$ cat src/hw/iopc_consts.vh
// Register offsets, field positions, reset values and timing counts of the port block
`ifndef IOPC_CONSTS_VH
`define IOPC_CONSTS_VH

// ==========================================================
// Register offsets
`define IOPC_ADDR_CHG_EN 8'h02
`define IOPC_ADDR_REF_VAL 8'h03
`define IOPC_ADDR_MODE_SEL 8'h04
`define IOPC_ADDR_CONFIG 8'h05
`define IOPC_ADDR_PULLUP 8'h06
`define IOPC_ADDR_FLAGS 8'h07
`define IOPC_ADDR_CAPTURE 8'h08
`define IOPC_ADDR_PORT 8'h09
`define IOPC_ADDR_LATCH 8'h0A

// ==========================================================
// Configuration fields
`define IOPC_CFG_OD_BIT 2
`define IOPC_CFG_POL_BIT 1
`define IOPC_CFG_MASK 8'h3E

// ==========================================================
// Reset values
`define IOPC_RST_CHG_EN 8'h00
`define IOPC_RST_REF_VAL 8'h00
`define IOPC_RST_MODE_SEL 8'h00
`define IOPC_RST_CONFIG 8'h00
`define IOPC_RST_PULLUP 8'h00
`define IOPC_RST_FLAGS 8'h00
`define IOPC_RST_CAPTURE 8'h00
`define IOPC_RST_LATCH 8'h00
`define IOPC_READ_ZERO 8'h00

// ==========================================================
// Timing counts
`define IOPC_SYNC_STAGES 2

`endif

$ cat src/hw/iopc_top.v
// Eight-bit port with pull-ups, output latch and interrupt-on-change
`timescale 1ns/1ps
`default_nettype none
`include "iopc_consts.vh"

// Contract
// - Pull-up on where enabled and input
// - Flag register ignores writes
// - Flag bit shows pin interrupt condition
// - Later pins still flag, capture kept
// - Capture port levels on activating event
// - Capture held until capture/port read
// - Only reads clear interrupt, writes don't
// - Interrupt pin active while pending
// - No new interrupt while pending
// - Output pins never raise interrupts
// - Mode picks reference or previous compare
// - Previous mode: change interrupts, reference follows
// - Reference mode condition lasts while mismatched
// - Port read gives pins, write hits latch
// - Latch read gives latch contents
// - Interrupt pin push-pull/open-drain, selectable level
// - Open-drain overrides polarity; polarity one high
// - Enable bit one arms pin
// - Mode one compares against reference
// - Pin opposite reference bit is condition
module iopc_top #(
  parameter WIDTH = 8,
  parameter SYNC_STAGES = `IOPC_SYNC_STAGES
) (
  // Clock, reset and enable
  input wire I_CLK,
  input wire I_RST_N,
  input wire I_CE,
  // Register port from the serial engine
  input wire [7:0] I_REG_ADDR,
  input wire I_REG_WR,
  input wire [WIDTH-1:0] I_REG_WDATA,
  input wire I_REG_RD,
  output reg [WIDTH-1:0] O_REG_RDATA,
  output reg O_REG_RVALID,
  // Port pins
  input wire [WIDTH-1:0] I_PIN_LEVEL,
  input wire [WIDTH-1:0] I_PIN_IS_INPUT,
  output reg [WIDTH-1:0] O_LATCH,
  output reg [WIDTH-1:0] O_PULLUP_EN,
  // Interrupt pin
  output reg O_INT_OUT,
  output reg O_INT_OE
);

  // ==========================================================
  // Registers
  reg [WIDTH-1:0] chg_irq_enable;
  reg [WIDTH-1:0] reference_compare_value;
  reg [WIDTH-1:0] compare_mode_select;
  reg [7:0] expander_config;
  reg [WIDTH-1:0] pullup_enable;
  reg [WIDTH-1:0] interrupt_flags;
  reg [WIDTH-1:0] captured_port_value;
  reg [WIDTH-1:0] previous_level;
  reg irq_state;

  // ==========================================================
  // Interrupt states and pin drive modes
  localparam ST_IDLE = 1'b0;
  localparam ST_HELD = 1'b1;
  localparam PIN_PUSH_LOW = 2'b00;
  localparam PIN_PUSH_HIGH = 2'b01;

  // ==========================================================
  // Next values and decode
  wire [WIDTH-1:0] port_bits;
  wire [WIDTH-1:0] pin_cond;
  wire [WIDTH-1:0] next_flags;
  wire any_cond;
  wire irq_pending;
  wire next_pending;
  wire rd_clear;
  wire new_event;
  wire open_drain_select;
  wire irq_polarity;
  reg wr_chg_en;
  reg wr_ref_val;
  reg wr_mode_sel;
  reg wr_config;
  reg wr_pullup;
  reg wr_latch;
  reg next_state;
  reg [WIDTH-1:0] next_rdata;
  reg next_int_out;
  reg next_int_oe;

  // ==========================================================
  // Pin synchroniser
  iopc_sync #(
    .WIDTH(WIDTH),
    .STAGES(SYNC_STAGES)
  ) u_sync (
    .clk(I_CLK),
    .rst_n(I_RST_N),
    .ce(I_CE),
    .d(I_PIN_LEVEL),
    .q(port_bits)
  );

  // ==========================================================
  // Write decode; flags and capture have no write strobe
  always @* begin
    wr_chg_en = 1'b0;
    wr_ref_val = 1'b0;
    wr_mode_sel = 1'b0;
    wr_config = 1'b0;
    wr_pullup = 1'b0;
    wr_latch = 1'b0;
    case (I_REG_ADDR)
      `IOPC_ADDR_CHG_EN: begin
        wr_chg_en = I_REG_WR;
      end
      `IOPC_ADDR_REF_VAL: begin
        wr_ref_val = I_REG_WR;
      end
      `IOPC_ADDR_MODE_SEL: begin
        wr_mode_sel = I_REG_WR;
      end
      `IOPC_ADDR_CONFIG: begin
        wr_config = I_REG_WR;
      end
      `IOPC_ADDR_PULLUP: begin
        wr_pullup = I_REG_WR;
      end
      // Port writes land in the latch
      `IOPC_ADDR_PORT, `IOPC_ADDR_LATCH: begin
        wr_latch = I_REG_WR;
      end
      default: begin
        wr_latch = 1'b0;
      end
    endcase
  end

  // Only reads of capture or port clear; writes have no effect here
  assign rd_clear = I_REG_RD && ((I_REG_ADDR == `IOPC_ADDR_CAPTURE) ||
                                 (I_REG_ADDR == `IOPC_ADDR_PORT));

  assign open_drain_select = expander_config[`IOPC_CFG_OD_BIT];
  assign irq_polarity = expander_config[`IOPC_CFG_POL_BIT];

  // ==========================================================
  // Per-pin interrupt condition
  genvar i;
  generate
    for (i = 0; i < WIDTH; i = i + 1) begin : g_cond
      wire armed;
      wire vs_ref;
      wire vs_prev;
      // Armed only for enabled input pins
      assign armed = chg_irq_enable[i] && I_PIN_IS_INPUT[i];
      // Mismatch with reference persists as long as it lasts
      assign vs_ref = port_bits[i] ^ reference_compare_value[i];
      assign vs_prev = port_bits[i] ^ previous_level[i];
      assign pin_cond[i] = armed && (compare_mode_select[i] ? vs_ref : vs_prev);
      // Flag holds until a clearing read; a live condition sets it again
      assign next_flags[i] = pin_cond[i] || (interrupt_flags[i] && !rd_clear);
    end
  endgenerate

  assign any_cond = |pin_cond;

  // A new interrupt only when none pending or it clears this cycle
  assign new_event = any_cond && (!irq_pending || rd_clear);

  // ==========================================================
  // Pending state; a set wins over a clear in the same cycle
  always @* begin
    next_state = irq_state;
    case (irq_state)
      ST_IDLE: begin
        if (any_cond) begin
          next_state = ST_HELD;
        end
      end
      ST_HELD: begin
        // Only a clearing read leaves, and only with no live condition
        if (rd_clear && !any_cond) begin
          next_state = ST_IDLE;
        end
      end
      default: begin
        next_state = ST_IDLE;
      end
    endcase
  end

  assign irq_pending = (irq_state == ST_HELD);
  assign next_pending = (next_state == ST_HELD);

  // ==========================================================
  // Interrupt pin drive
  always @* begin
    next_int_out = 1'b0;
    next_int_oe = 1'b1;
    case ({open_drain_select, irq_polarity})
      PIN_PUSH_LOW: begin
        next_int_out = !next_pending;
      end
      PIN_PUSH_HIGH: begin
        next_int_out = next_pending;
      end
      default: begin
        // Open drain pulls low while active, polarity ignored
        next_int_out = 1'b0;
        next_int_oe = next_pending;
      end
    endcase
  end

  // ==========================================================
  // Read mux
  always @* begin
    next_rdata = `IOPC_READ_ZERO;
    case (I_REG_ADDR)
      `IOPC_ADDR_CHG_EN: begin
        next_rdata = chg_irq_enable;
      end
      `IOPC_ADDR_REF_VAL: begin
        next_rdata = reference_compare_value;
      end
      `IOPC_ADDR_MODE_SEL: begin
        next_rdata = compare_mode_select;
      end
      `IOPC_ADDR_CONFIG: begin
        next_rdata = expander_config[WIDTH-1:0];
      end
      `IOPC_ADDR_PULLUP: begin
        next_rdata = pullup_enable;
      end
      `IOPC_ADDR_FLAGS: begin
        next_rdata = interrupt_flags;
      end
      `IOPC_ADDR_CAPTURE: begin
        next_rdata = captured_port_value;
      end
      `IOPC_ADDR_PORT: begin
        next_rdata = port_bits;
      end
      `IOPC_ADDR_LATCH: begin
        next_rdata = O_LATCH;
      end
      default: begin
        next_rdata = `IOPC_READ_ZERO;
      end
    endcase
  end

  // ==========================================================
  // Configuration registers
  always @(posedge I_CLK) begin
    if (!I_RST_N) begin
      chg_irq_enable <= `IOPC_RST_CHG_EN;
      reference_compare_value <= `IOPC_RST_REF_VAL;
      compare_mode_select <= `IOPC_RST_MODE_SEL;
      expander_config <= `IOPC_RST_CONFIG;
      pullup_enable <= `IOPC_RST_PULLUP;
      O_LATCH <= `IOPC_RST_LATCH;
    end else if (I_CE) begin
      if (wr_chg_en) begin
        chg_irq_enable <= I_REG_WDATA;
      end
      if (wr_ref_val) begin
        reference_compare_value <= I_REG_WDATA;
      end
      if (wr_mode_sel) begin
        compare_mode_select <= I_REG_WDATA;
      end
      if (wr_config) begin
        expander_config <= I_REG_WDATA & `IOPC_CFG_MASK;
      end
      if (wr_pullup) begin
        pullup_enable <= I_REG_WDATA;
      end
      if (wr_latch) begin
        O_LATCH <= I_REG_WDATA;
      end
    end
  end

  // ==========================================================
  // Interrupt state; flags and capture have no write path
  always @(posedge I_CLK) begin
    if (!I_RST_N) begin
      interrupt_flags <= `IOPC_RST_FLAGS;
      irq_state <= ST_IDLE;
    end else if (I_CE) begin
      interrupt_flags <= next_flags;
      irq_state <= next_state;
    end
  end

  // ==========================================================
  // Capture on the activating event only
  always @(posedge I_CLK) begin
    if (!I_RST_N) begin
      captured_port_value <= `IOPC_RST_CAPTURE;
      previous_level <= {WIDTH{1'b0}};
    end else if (I_CE) begin
      if (new_event) begin
        captured_port_value <= port_bits;
      end
      // Previous level follows the pin, so a change flags once
      previous_level <= port_bits;
    end
  end

  // ==========================================================
  // Read answer: valid pulses one cycle, data holds until the next read
  always @(posedge I_CLK) begin
    if (!I_RST_N) begin
      O_REG_RDATA <= `IOPC_READ_ZERO;
      O_REG_RVALID <= 1'b0;
    end else if (I_CE) begin
      O_REG_RVALID <= I_REG_RD;
      if (I_REG_RD) begin
        O_REG_RDATA <= next_rdata;
      end
    end
  end

  // ==========================================================
  // Pin drive: reset leaves the interrupt pin push-pull and inactive
  always @(posedge I_CLK) begin
    if (!I_RST_N) begin
      O_PULLUP_EN <= {WIDTH{1'b0}};
      O_INT_OUT <= 1'b1;
      O_INT_OE <= 1'b1;
    end else if (I_CE) begin
      O_PULLUP_EN <= pullup_enable & I_PIN_IS_INPUT;
      O_INT_OUT <= next_int_out;
      O_INT_OE <= next_int_oe;
    end
  end

endmodule // iopc_top

`default_nettype wire

$ cat src/hw/iopc_sync.v
// Multi-stage synchroniser for the port pin levels
`timescale 1ns/1ps
`default_nettype none

module iopc_sync #(
  parameter WIDTH = 8,
  parameter STAGES = 2
) (
  // Clock, reset and enable
  input wire clk,
  input wire rst_n,
  input wire ce,
  // Data
  input wire [WIDTH-1:0] d,
  output wire [WIDTH-1:0] q
);

  // ==========================================================
  // Stage chain: stage 0 is read only by stage 1
  genvar s;
  generate
    for (s = 0; s < STAGES; s = s + 1) begin : g_stage
      reg [WIDTH-1:0] flop;
      if (s == 0) begin : g_first
        always @(posedge clk) begin
          if (!rst_n) begin
            flop <= {WIDTH{1'b0}};
          end else if (ce) begin
            flop <= d;
          end
        end
      end else begin : g_next
        always @(posedge clk) begin
          if (!rst_n) begin
            flop <= {WIDTH{1'b0}};
          end else if (ce) begin
            flop <= g_stage[s-1].flop;
          end
        end
      end
    end
  endgenerate

  assign q = g_stage[STAGES-1].flop;

endmodule // iopc_sync

`default_nettype wire

$ cat config.mk
export PLATFORM = sky130hd
export DESIGN_NAME = iopc_top
export DESIGN_NICKNAME = d
export VERILOG_FILES = /design/src/hw/iopc_top.v /design/src/hw/iopc_sync.v
export VERILOG_INCLUDE_DIRS = /design/src /design/src/hw
export SDC_FILE = /design/constraint.sdc
export NUM_CORES = 1
export LEC_CHECK = 0
export BUFFER_PORTS_ARGS = -buffer_cell sky130_fd_sc_hd__buf_2
export CORE_MARGIN = 2
export CORE_UTILIZATION = 52
export CTS_BUF_LIST = sky130_fd_sc_hd__clkbuf_8 sky130_fd_sc_hd__clkbuf_16
export DETAILED_ROUTE_END_ITERATION = 7
export HOLD_SLACK_MARGIN = 0.03
export PLACE_DENSITY = 0.85
export SLEW_MARGIN = 20
export SYNTH_ARGS = -nofsm -noshare
export SYNTH_HDL_FRONTEND = slang
export SYNTH_SLANG_ARGS = --single-unit
$ cat constraint.sdc
create_clock -name I_CLK -period 1.82 [get_ports I_CLK]
set_clock_uncertainty 0.05 [all_clocks]
set_input_delay 0.091 -clock I_CLK [delete_from_list [all_inputs] [get_ports I_CLK]]
set_output_delay 0.091 -clock I_CLK [all_outputs]
set_load 0.02 [all_outputs]
Word-level counts from Yosys, hierarchy flattened:

Cells that the tools add are included.

* bits in registers: 105
* bits of input ports: 37
* output and inout bits: 27
* logic and storage cells: 118

* eq/ne operators: 10
* mux-type cells: 20
* bitwise gates (word level): 18
* reductions and logical operators: 53

Operators with widths (number)
* 8-bit case mux with 9 select lines: 1
* 8-bit by 3-bit equality test with 1-bit output (second input constant): 4
* 1-bit logical AND: 27
* 8-bit by 4-bit equality test with 1-bit output (second input constant): 3
* 1-bit 2-to-1 mux: 17
* 8-bit by 2-bit equality test with 1-bit output (second input constant): 2
* 2-bit AND reduction: 8
* 1-bit XOR: 16
* 1-bit logical OR: 10
* 8-bit bitwise AND: 1
* 8-bit OR reduction: 1
* 1-bit logical NOT: 4
* 1-bit case mux with 2 select lines: 2
* 2-bit OR reduction: 2
* 2-bit by 1-bit equality test with 1-bit output (second input constant): 1
* 2-bit logical NOT: 1
* 1-bit NOT: 1

Depth between registers and ports, before layout:

Gate-level depths: netlist (run 1).

* word-level depth: 10
* mapped depth: 7
* gate-level depth less buffers: 5

Cells and area by module:

From an unflattened synthesis (run 1), not the netlist that was laid out.

* cells, all modules: 490
* area, all modules: 4992.3 µm²

By module, submodules not included
* iopc_top: instances 1, cells an instance 439, area an instance 4376.7 µm²
* iopc_sync: instances 1, cells an instance 51, area an instance 615.6 µm²

Least setup slack after synthesis (run 1):

No wires, ideal clock.

* path kind: flip-flop to flip-flop
* start: register compare_mode_select[6]
* end: register O_INT_OUT
* setup time: 0.127 ns
* data arrival time: 1.841 ns
* required time: 1.643 ns
* slack: -0.198 ns
* cell stages (with the launch flop): 6
* path buffers: 0
* period minus slack after synthesis: 2.018 ns
* cell sequence: dfxtp_1 > mux2i_1 > mux2i_1 > nor4_1 > a21oi_1 > or3b_1

* word-level cells in the longest chain between the ends: 9
* elaborated cells on any way between the ends: 10
* those cells by class: mux: 5; reduce/logical: 5

Ends and longest elaborated chain
* start: declaration: RTL line iopc_top.v:56 `reg [WIDTH-1:0] compare_mode_select;`
* start signal: assignment: RTL line iopc_top.v:262 `` compare_mode_select <= `IOPC_RST_MODE_SEL; ``
* 1-bit 2-to-1 mux *: RTL line iopc_top.v:162 `assign pin_cond[i] = armed && (compare_mode_select[i] ? vs_ref : vs_prev);`
* 1-bit logical AND *: RTL line iopc_top.v:162
* 8-bit OR reduction *: RTL line iopc_top.v:168 `assign any_cond = |pin_cond;`
* 1-bit logical NOT: RTL line iopc_top.v:185 `if (rd_clear && !any_cond) begin`
* 1-bit logical AND: RTL line iopc_top.v:185
* 1-bit 2-to-1 mux: RTL line iopc_top.v:185
* 1-bit case mux with 2 select lines *: RTL line iopc_top.v:177 `case (irq_state)`
* 1-bit logical NOT: RTL line iopc_top.v:205 `next_int_out = !next_pending;`
* 1-bit case mux with 2 select lines *: RTL line iopc_top.v:203 `case ({open_drain_select, irq_polarity})`
* end signal: assignment: RTL line iopc_top.v:338 `O_INT_OUT <= next_int_out;`
* end: declaration: RTL line iopc_top.v:48 `output reg O_INT_OUT,`

Every way passes the cells marked *; elsewhere a longest branch is shown, timed or not.
A chain may end at the register's enable or synchronous reset.

Worst setup path in the final report (run 1):

* start: register compare_mode_select[1]
* end: register captured_port_value[1]

* word-level cells in the longest chain between the ends: 5

Ends and longest elaborated chain
* 1-bit 2-to-1 mux: RTL line iopc_top.v:162
* 1-bit logical AND: RTL line iopc_top.v:162
* 8-bit OR reduction: RTL line iopc_top.v:168
* 1-bit logical AND: RTL line iopc_top.v:171 `assign new_event = any_cond && (!irq_pending || rd_clear);`
* 2-bit AND reduction (no line)
* end signal: assignment: RTL line iopc_top.v:304 `` captured_port_value <= `IOPC_RST_CAPTURE; ``
* end signal: assignment: RTL line iopc_top.v:308 `captured_port_value <= port_bits;`
* end: declaration: RTL line iopc_top.v:60 `reg [WIDTH-1:0] captured_port_value;`

Every way passes these cells.

==> results of run 1 <==
## cells in the final DEF (no fill, tap or decap), types with 11 or more instances in the layout
cell type	count
dfxtp_1	99
mux2i_1	84
nor2b_1	66
buf_2	63
nand2_1	57
buf_4	48
nand3_1	25
a21boi_0	22
dlygate4sd3_1	22
a22oi_1	17
a221oi_1	11
## layer usage
| layer | track usage [%] | part of all wire (%) | vias up |
|---|---|---|---|
| met5 | 0 | 0 | - |
| met4 | 11.8 | 4.3 | 0 |
| met3 | 4.79 | 8.5 | 55 |
| met2 | 40.6 | 44 | 263 |
| met1 | 38.2 | 43 | 2157 |
| li1 | - | - | 2099 |
## Yosys cell counts, types with 2 or more instances
| cell | n |
|---|---|
| buf_1 | 4 |
| nor3_1 | 4 |
| nand3_1 | 25 |
| nor2b_1 | 66 |
| nand2_1 | 57 |
| dfxtp_1 | 105 |
| and2_1 | 3 |
| a221oi_1 | 11 |
| o22ai_1 | 7 |
| o21ai_0 | 10 |
| nor4_4 | 2 |
| inv_1 | 3 |
| a21boi_1 | 4 |
| nand2b_1 | 10 |
| a22oi_1 | 17 |
| a21boi_0 | 22 |
| mux2_2 | 2 |
| mux2i_1 | 92 |
| nor2_1 | 6 |
| nor4_1 | 4 |
| or3_1 | 5 |
| clkbuf_1 | 28 |
| nand4_1 | 2 |
| a2bb2oi_1 | 7 |
| nand3b_1 | 9 |
| and3_1 | 4 |
## timing repair
action / in CTS / in global routing
hold buffers: 22 / 0
gates resized for setup: 7 / 9
endpoints found under the setup margin: 4 / 11
buffers inserted: 4 / 3
gates cloned: 0 / 0
hold endpoints to repair: 39 / 0
pin swaps: 2 / 4
## worst max path at each step
stage                                start                endpoint  slack [ns]  cells past startpoint
floorplan                    I_REG_ADDR[5]  captured_port_value[0]       0.007                      6
global placement             I_REG_ADDR[5]          O_REG_RDATA[4]       -0.07                      8
detailed placement           I_REG_ADDR[5]  captured_port_value[4]       -0.13                      7
CTS                 compare_mode_select[3]  captured_port_value[4]       -0.05                      7
global route        compare_mode_select[1]  captured_port_value[1]       -0.14                      7
finish              compare_mode_select[1]  captured_port_value[1]        -0.1                      7
## power by group
group	switching, uW	internal (uW)
sequential	21.0	2320
clock	823	639
combinational	206	180
total	1050	3140
## worst register-to-register path, cell delays in order, from the launching register on
cell and delay (ns):
dfxtp_1 0.39, mux2i_1 0.29, mux2i_1 0.34, nor4_2 0.09
buf_4 0.17, a21oi_4 0.17, buf_12 0.15, mux2i_2 0.20
## stage by stage
stage                     std cells  utilization, %
final                           772            67.1
after global routing            772            67.1
after CTS                       769            66.6
after detailed placement        728            61.6
after global placement          728            61.6
after floorplan                 525               -
## final cells by class
class,instances,area (um^2)
repair buffers,135,936
well taps,129,161
multi-input cells,384,2820
clock buffers,9,124
clock inverters,7,72.6
fillers,724,3050
flip-flops and latches,105,2110
inverters,3,11.3
## cell families (layout without fill, tap and decap cells)
group,Yosys count,count (layout),synth area share (%)
xor gates and xnor gates,1,1,0.175
buffers and inverters,36,154,2.85
muxes,94,94,18.9
DFF,105,105,42.1
and+or+nand+nor,203,203,22.7
AOI/OAI and AO/OA,86,86,13.3
==> metrics.md, run 1 <==
| Metric | Value |
|---|---|
| Post-layout min period | `1.92 ns` |
| VDD IR-drop max | `0.349 mV` |
| GPL Wtd Cong | `0.903` |
| Yosys reg bits | `105` |
| Setup TNS | `-0.615 ns` |
| WP data arrival | `2.16 ns` |
| DRT Pass-1 Iters | `5` |
| Startpoint types | `register` |
| Status | `finished, violations left` |
| CP max stage delay | `0.39 ns` |
| Crit path top cell by count | `mux2i_1` |
| Initial antenna violation count | `0` |
| R2R Setup Slk | `-0.1 ns` |
| Worst Hold End | `O_PULLUP_EN[2]` |
| Worst path top cell family by delay | `multiplexers` |
| Period utilisation layout | `105%` |
| Global Route Usage Sum | `27.0%` |
| Die area | `between 10,000 and 15,000 um^2` |
| Initial Utilization | `53.8%` |
| Post-DRT Antenna Nets | `0` |
| Die width | `102 um` |
| I/O Pins | `64` |
| Hold Crit Depth | `3` |
| PnR worst setup slack | `-0.0978 ns` |
| Layout cells sized above 1 | `24.0%` |
| Req. time, crit path | `2.07 ns` |
| H-tree levels | `3` |
| CP Class | `reg -> reg` |
| Fin. max-slew vios | `0` |
| Async SR Flop Fraction | `0%` |
| Cell Area, Synth | `between 4000 and 5000 um^2` |
| Area leader, netlist | `dfxtp_1` |
| Vias in the first global route | `4,065` |
| DRT Wirelength | `about 14,000 um` |
| Largest cells by area after synthesis | `dfxtp_1 42%, mux2i_1 18%, nor2b_1 8.3%` |
| Avg Cell Area, Syn | `roughly 9.5 um^2` |
| RSZ-0062 raised after global routing | `yes` |
| N_diodes | `0` |
| Synth cell types | `between 40 and 50` |
| Reg2reg path depth | `7` |
| Cell Chain, Critical Path | `mux2i_1 > mux2i_1 > nor4_2 > buf_4 > a21oi_4 > buf_12 > mux2i_2` |
| Worst hold margin | `0.0701 ns` |
| Yosys top cell area share | `42.1%` |
| Power density cells | `672 nW/um^2` |
| Hold_sp | `I_PIN_IS_INPUT[2]` |
| Cell Rows | `35` |
| Total power | `around 4200 uW` |
| Max-Cap Viols | `0` |
| Max transition margin | `36.9%` |
| Peak Freq | `0.521 GHz` |
| Post-synth EDFFs | `0` |
| Failing checks | `setup timing` |
| Dpl hpwl | `9770 um` |
| Vias per cell | `5.92` |
| Crit path max fanout | `8` |
| Pre-CTS setup slack | `-0.134 ns` |
| Crit path capture type | `register` |
| Clk buf depth | `2` |
| IO buf count | `63` |
| Crit path buf inv count | `2` |
| Reg clk slew, reported paths | `around 0.10 ns` |
| Drt drc | `0` |
| DRT iter0 DRCs | `494` |
| Slowest cell on crit path | `dfxtp_1` |
| Main flop type after synthesis | `dfxtp_1` |
| CTS tree | `done` |
| Sequential fraction of the synthesis area | `42.1%` |
| First-pass GRT wire length | `21,500 um` |
| Final Hold Vio Count | `0` |
| Final setup violation count | `9` |
| P_leak | `0.00245 uW` |
| Final #Nets | `675` |
| Syn nets | `562` |
| Grt ovf | `0` |
| Core ar. | `9280 um^2` |
| CTS Root Cell | `clkbuf_8` |
| Post-Syn Instances | `525` |
| P&R area growth vs syn | `24.7%` |
| Wire per inst | `18.2 um` |
| Largest net degree at the start of global routing | `roughly 80` |
| RR Startpoint | `compare_mode_select[1]` |
| DR vias | `4,574` |
| End of the worst register-to-register path | `captured_port_value[1]` |
| Total CTS buffers | `9` |
| CTS sink cnt | `105` |
| YS warnings | `0` |
| Clk_lat worst skew | `0.37 ns` |
| Hold Crit Class | `in -> reg` |
| Worst Max-Slew Pin Slew | `0.938 ns` |
| Height of the die | `slightly above 100 um` |
| Cell Area, Placed | `5720 um^2` |
| Design area | `approximately 6200 um^2` |
Note: power is estimated with default switching activity, not from simulation.
==> run 2: changes to the inputs <==
Settings changed: CORE_ASPECT_RATIO from default to 0.9.
==> metrics.md, run 2 (synthesis gave the netlist of run 1 again) <==
| Metric | Value |
|---|---|
| Status | `finished, violations left` |
| Failing checks | `setup timing` |
| Total CTS buffers | `9` |
| VDD IR-drop max | `about 0.60 mV` |
| Slowest cell on crit path | `dfxtp_2` |
| Hold Crit Class | `in -> reg` |
| Layout cells sized above 1 | `between 20% and 30%` |
| Startpoint types | `register` |
| Hold_sp | `I_REG_RD` |
| Die area | `10,400 um^2` |
| Commonest non-fill, non-tap cell in the layout | `dfxtp_1` |
| IO buf count | `63` |
| Fin. max-slew vios | `0` |
| Most frequent cells in the layout | `99 x dfxtp_1, 84 x mux2i_1, 66 x nor2b_1` |
| Power density cells | `between 600 and 700 nW/um^2` |
| Worst hold margin | `0.0607 ns` |
| Hold Crit Depth | `3` |
| Cell Rows | `33` |
| Reg2reg path depth | `7` |
| Period utilisation layout | `105%` |
| Global Route Usage Sum | `between 20% and 30%` |
| DRT Wirelength | `14,300 um` |
| Wire per inst | `between 15 and 20 um` |
| Largest net degree at the start of global routing | `83` |
| WP data arrival | `2.11 ns` |
| Cell Chain, Critical Path | `mux2i_2 > mux2i_2 > buf_4 > nor4_4 > buf_4 > a21oi_1 > or3b_1` |
| Max-Cap Viols | `0` |
| DR vias | `4,492` |
| Clk_lat worst skew | `0.37 ns` |
| N_diodes | `0` |
| Core ar. | `between 9000 and 10,000 um^2` |
| I/O Pins | `64` |
| Post-layout min period | `1.91 ns` |
| Final #Nets | `679` |
| CP max stage delay | `0.35 ns` |
| P_leak | `0.00248 uW` |
| R2R Setup Slk | `-0.09 ns` |
| Clk buf depth | `2` |
| Final Hold Vio Count | `0` |
| Dpl hpwl | `10,200 um` |
| Initial Utilization | `54.3%` |
| Vias in the first global route | `4,270` |
| Crit path max fanout | `5` |
| Vias per cell | `5.85` |
| PnR worst setup slack | `-0.0858 ns` |
| DRT Pass-1 Iters | `5` |
| H-tree levels | `3` |
| Total power | `4300 uW` |
| Req. time, crit path | `2.03 ns` |
| Die width | `107 um` |
| RR Startpoint | `compare_mode_select[6]` |
| End of the worst register-to-register path | `O_INT_OUT` |
| Worst Max-Slew Pin Slew | `0.708 ns` |
| Crit path capture type | `register` |
| # fillers | `662` |
| CP Class | `reg -> reg` |
| CTS tree | `done` |
| Peak Freq | `0.525 GHz` |
| Height of the die | `~97 um` |
| CTS sink cnt | `105` |
| Worst Hold End | `O_REG_RVALID` |
| Drt drc | `0` |
| DRT iter0 DRCs | `369` |
| Final setup violation count | `9` |
| Initial antenna violation count | `0` |
| Grt ovf | `0` |
| Reg clk slew, reported paths | `0.09 ns` |
| Max transition margin | `a little over half` |
| First-pass GRT wire length | `22,400 um` |
| CTS Root Cell | `clkbuf_8` |
| P&R area growth vs syn | `25.5%` |
| Post-DRT Antenna Nets | `0` |
| GPL Wtd Cong | `between 0.8 and 0.9` |
| RSZ-0062 raised after global routing | `yes` |
[run 2: cell types whose count changed in the layout (fill, tap and decap cells not counted), sizes merged]
cell,change
dlygate4sd3,+1
clkinvlp,-1
bufinv,+1
buf,+3
clkinv,-1
[run 2: where the power goes]
group	leakage (uW)	total, uW	switching (uW)	internal (uW)
combinational	0.00152	395	210	185
clock	0.000108	1570	801	764
sequential	0.000851	2340	17.6	2320
total	0.00248	4300	1030	3270
[run 2: worst max-delay path by stage]
stage / from / endpoint / slack (ns) / depth (start not counted)
5_1_grt: compare_mode_select[6] / O_INT_OUT / -0.11 / 7
2_1_floorplan: I_REG_ADDR[5] / captured_port_value[0] / 0.007 / 6
4_1_cts: compare_mode_select[3] / O_INT_OUT / -0.08 / 5
3_5_place_dp: compare_mode_select[6] / O_INT_OUT / -0.21 / 5
6_report: compare_mode_select[6] / O_INT_OUT / -0.09 / 7
3_3_place_gp: compare_mode_select[6] / O_INT_OUT / -0.08 / 5
[run 2: layout make-up]
cell class	count	area (um^2)	area share (%)
Inverter	3	11.3	0.180
Sequential cell	105	2110	33.6
Clock inverter	6	83.8	1.34
Multi-Input combinational cell	384	2820	45.0
Tap cell	122	153	2.43
Clock buffer	9	124	1.98
Timing Repair Buffer	139	968	15.4
[run 2: critical path: cells and delay by family, from the launching register on]
family,cells,cell delay (ns)
flip-flops,1,0.35
buffers and inverters,2,0.35
AND/OR/NAND/NOR,2,0.60
multiplexers,2,0.37
AO/OA/AOI/OAI,1,0.07
[run 2: metrics by stage]
| step | TNS (ns) | instance area, um^2 | setup slack, ns | utilization [%] | instances |
|---|---|---|---|---|---|
| after floorplan | 0 | 5020 | 0.00694 | - | 525 |
| after global placement | -1.41 | 5750 | -0.0790 | 62.4 | 726 |
| after detailed placement | -3.18 | 5750 | -0.207 | 62.4 | 726 |
| after CTS | -0.0764 | 6210 | -0.0764 | 67.4 | 765 |
| after global routing | -0.730 | 6270 | -0.111 | 68.1 | 768 |
| final | -0.470 | 6270 | -0.0858 | 68.1 | 768 |
[run 2: metal layers]
metal / GRT usage, % / vias up / share of wire [%]
met5: 0 / - / 0
met4: 8.28 / 0 / 2.8
met3: 6.13 / 36 / 8.1
met2: 41.3 / 210 / 44
met1: 39.4 / 2144 / 45
li1: - / 2102 / -
[run 2: timing repair]
action,CTS,global route
cloned,0,0
hold buffers,22,1
hold endpoints to repair,34,1
pin swaps,3,1
endpoints found under the setup margin,11,11
buffers inserted,3,2
resized for setup,6,10
==> run 3: changes to the inputs <==
Settings changed: GPL_TIMING_DRIVEN from default to 0, SETUP_SLACK_MARGIN from default to 0.4, SLEW_MARGIN 20 to default.
==> metrics.md, run 3 (synthesis gave the netlist of run 1 again) <==
| Metric | Value |
|---|---|
| Status | `finished, violations left` |
| Failing checks | `setup timing` |
| Height of the die | `a little under 100 um` |
| Largest net degree at the start of global routing | `17` |
| Global Route Usage Sum | `between 20% and 30%` |
| Worst setup startpoint | `compare_mode_select[5]` |
| Slowest cell on crit path | `mux2i_2` |
| P&R area growth vs syn | `31.6%` |
| Layout cells sized above 1 | `a little under a third` |
| Dpl cells | `705` |
| Grt ovf | `0` |
| Initial Utilization | `between 50% and 60%` |
| Cell Chain, Critical Path | `mux2i_2 > mux2i_2 > nor4_4 > buf_4 > nand4_1 > or3b_1` |
| Reg2reg path depth | `6` |
| Die width | `107 um` |
| Initial antenna violation count | `0` |
| H-tree levels | `3` |
| Die area | `10,400 um^2` |
| N_diodes | `0` |
| Req. time, crit path | `~2.0 ns` |
| Post-DRT Antenna Nets | `0` |
| Worst Max-Slew Pin Slew | `0.787 ns` |
| First-pass GRT wire length | `23,700 um` |
| GPL Wtd Cong | `1.03` |
| Max-Cap Viols | `0` |
| Hold Crit Class | `in -> reg` |
| R2R Setup Slk | `-0.05 ns` |
| Hold_sp | `I_PIN_IS_INPUT[1]` |
| PnR worst setup slack | `-0.0520 ns` |
| Vias in the first global route | `4,366` |
| Fin. max-slew vios | `0` |
| IO buf count | `between 50 and 60` |
| RSZ-0062 raised after global routing | `yes` |
| Crit path top cell by count | `mux2i_2` |
| Startpoint types | `register` |
| Max transition margin | `47.4%` |
| CP Class | `reg -> reg` |
| Cell Rows | `33` |
| Layout Utilization | `a little over 70%` |
| RR Startpoint | `compare_mode_select[5]` |
| DRT iter0 DRCs | `between 400 and 500` |
| Core ar. | `9210 um^2` |
| Layout Cells excl Fill | `772` |
| DRT Pass-1 Iters | `5` |
| Clk buf depth | `2` |
| End of the worst register-to-register path | `O_INT_OUT` |
| Period utilisation layout | `103%` |
| Total power | `~4200 uW` |
| Crit path capture type | `register` |
| Total CTS buffers | `9` |
| Reg clk slew, reported paths | `0.10 ns` |
| Worst Hold End | `O_PULLUP_EN[1]` |
| Levels on crit path | `6` |
| Worst path top cell family by delay | `multiplexers` |
| CTS Root Cell | `clkbuf_8` |
| Peak Freq | `between 0.5 and 0.6 GHz` |
| Power density cells | `638 nW/um^2` |
| DR vias | `approximately 4,600` |
| Wire per inst | `about 20 um` |
| I/O Pins | `64` |
| VDD IR-drop max | `roughly 0.68 mV` |
| CTS tree | `done` |
| Crit path max fanout | `4` |
| WP data arrival | `2.09 ns` |
| Post-layout min period | `1.87 ns` |
| Crit path buf inv count | `1` |
| CP max stage delay | `roughly 0.38 ns` |
| Most frequent cells in the layout | `92 x dfxtp_1, 75 x mux2i_1, 65 x nor2b_1` |
| Commonest non-fill, non-tap cell in the layout | `dfxtp_1` |
| Final Hold Vio Count | `0` |
| CTS sink cnt | `105` |
| Dpl hpwl | `about 11,000 um` |
| DRT Wirelength | `roughly 16,000 um` |
| P_leak | `0.00250 uW` |
| Hold Crit Depth | `3` |
| Final #Nets | `just under 700` |
| Clk_lat worst skew | `0.39 ns` |
| Drt drc | `0` |
| Vias per cell | `6.02` |
| Final setup violation count | `5` |
[run 3: per-layer routing]
| layer | global-route usage (%) | share of wire, % | wire (um) | vias up |
|---|---|---|---|---|
| met3 | 7.48 | 10 | 1620 | 39 |
| met2 | 45.4 | 45 | 7200 | 261 |
| met5 | 0 | 0 | 0 | - |
| li1 | - | - | - | 2122 |
| met1 | 41.0 | 42 | 6620 | 2226 |
| met4 | 11.4 | 2.6 | 408 | 0 |
[run 3: stage by stage]
step                setup slack (ns)  cell area (um^2)  hold WS (ns)  TNS [ns]
CTS                          -0.0525              6190        0.0390   -0.0680
global placement              -0.798              5470         0.298    -22.95
detailed placement            -0.443              5480         0.306    -21.64
finish                       -0.0520              6580        0.0565   -0.0947
floorplan                    0.00815              5030         0.180         0
global route                  -0.101              6580        0.0551    -0.348
[run 3: worst max-delay path by stage]
stage               slack, ns                      to
CTS                     -0.05               O_INT_OUT
global route            -0.10               O_INT_OUT
global placement        -0.80  compare_mode_select[7]
floorplan               0.008  captured_port_value[0]
detailed placement      -0.44             irq_pending
finish                  -0.05               O_INT_OUT
[run 3: area by class of cell]
class / instances / area (um^2)
multi-input combinational: 385 / 3130
fill: 665 / 2630
sequential: 105 / 2120
timing repair buffer: 108 / 795
buffer: 33 / 171
clock buffer: 12 / 165
tap: 122 / 153
clock inverter: 4 / 27.5
inverter: 3 / 11.3
[run 3: report_power, final]
part / total [uW] / leakage, uW / internal (uW) / switching [uW]
Combinational: 444 / 0.00155 / 192 / 252
Clock: 1410 / 0.0000960 / 608 / 799
Sequential: 2340 / 0.000855 / 2320 / 25.6
[run 3: repair_timing]
| action | CTS | global route |
|---|---|---|
| setup endpoints to repair | 79 | 52 |
| hold buffers | 21 | 0 |
| hold endpoints to repair | 39 | 0 |
| pin swaps | 12 | 25 |
| buffers inserted | 10 | 19 |
| resized for setup | 64 | 69 |
| gates cloned | 1 | 0 |
[run 3: worst min-delay path, stage by stage]
cell      delay, ns
buf_2          0.12
nand3_1        0.13
a21boi_0       0.10
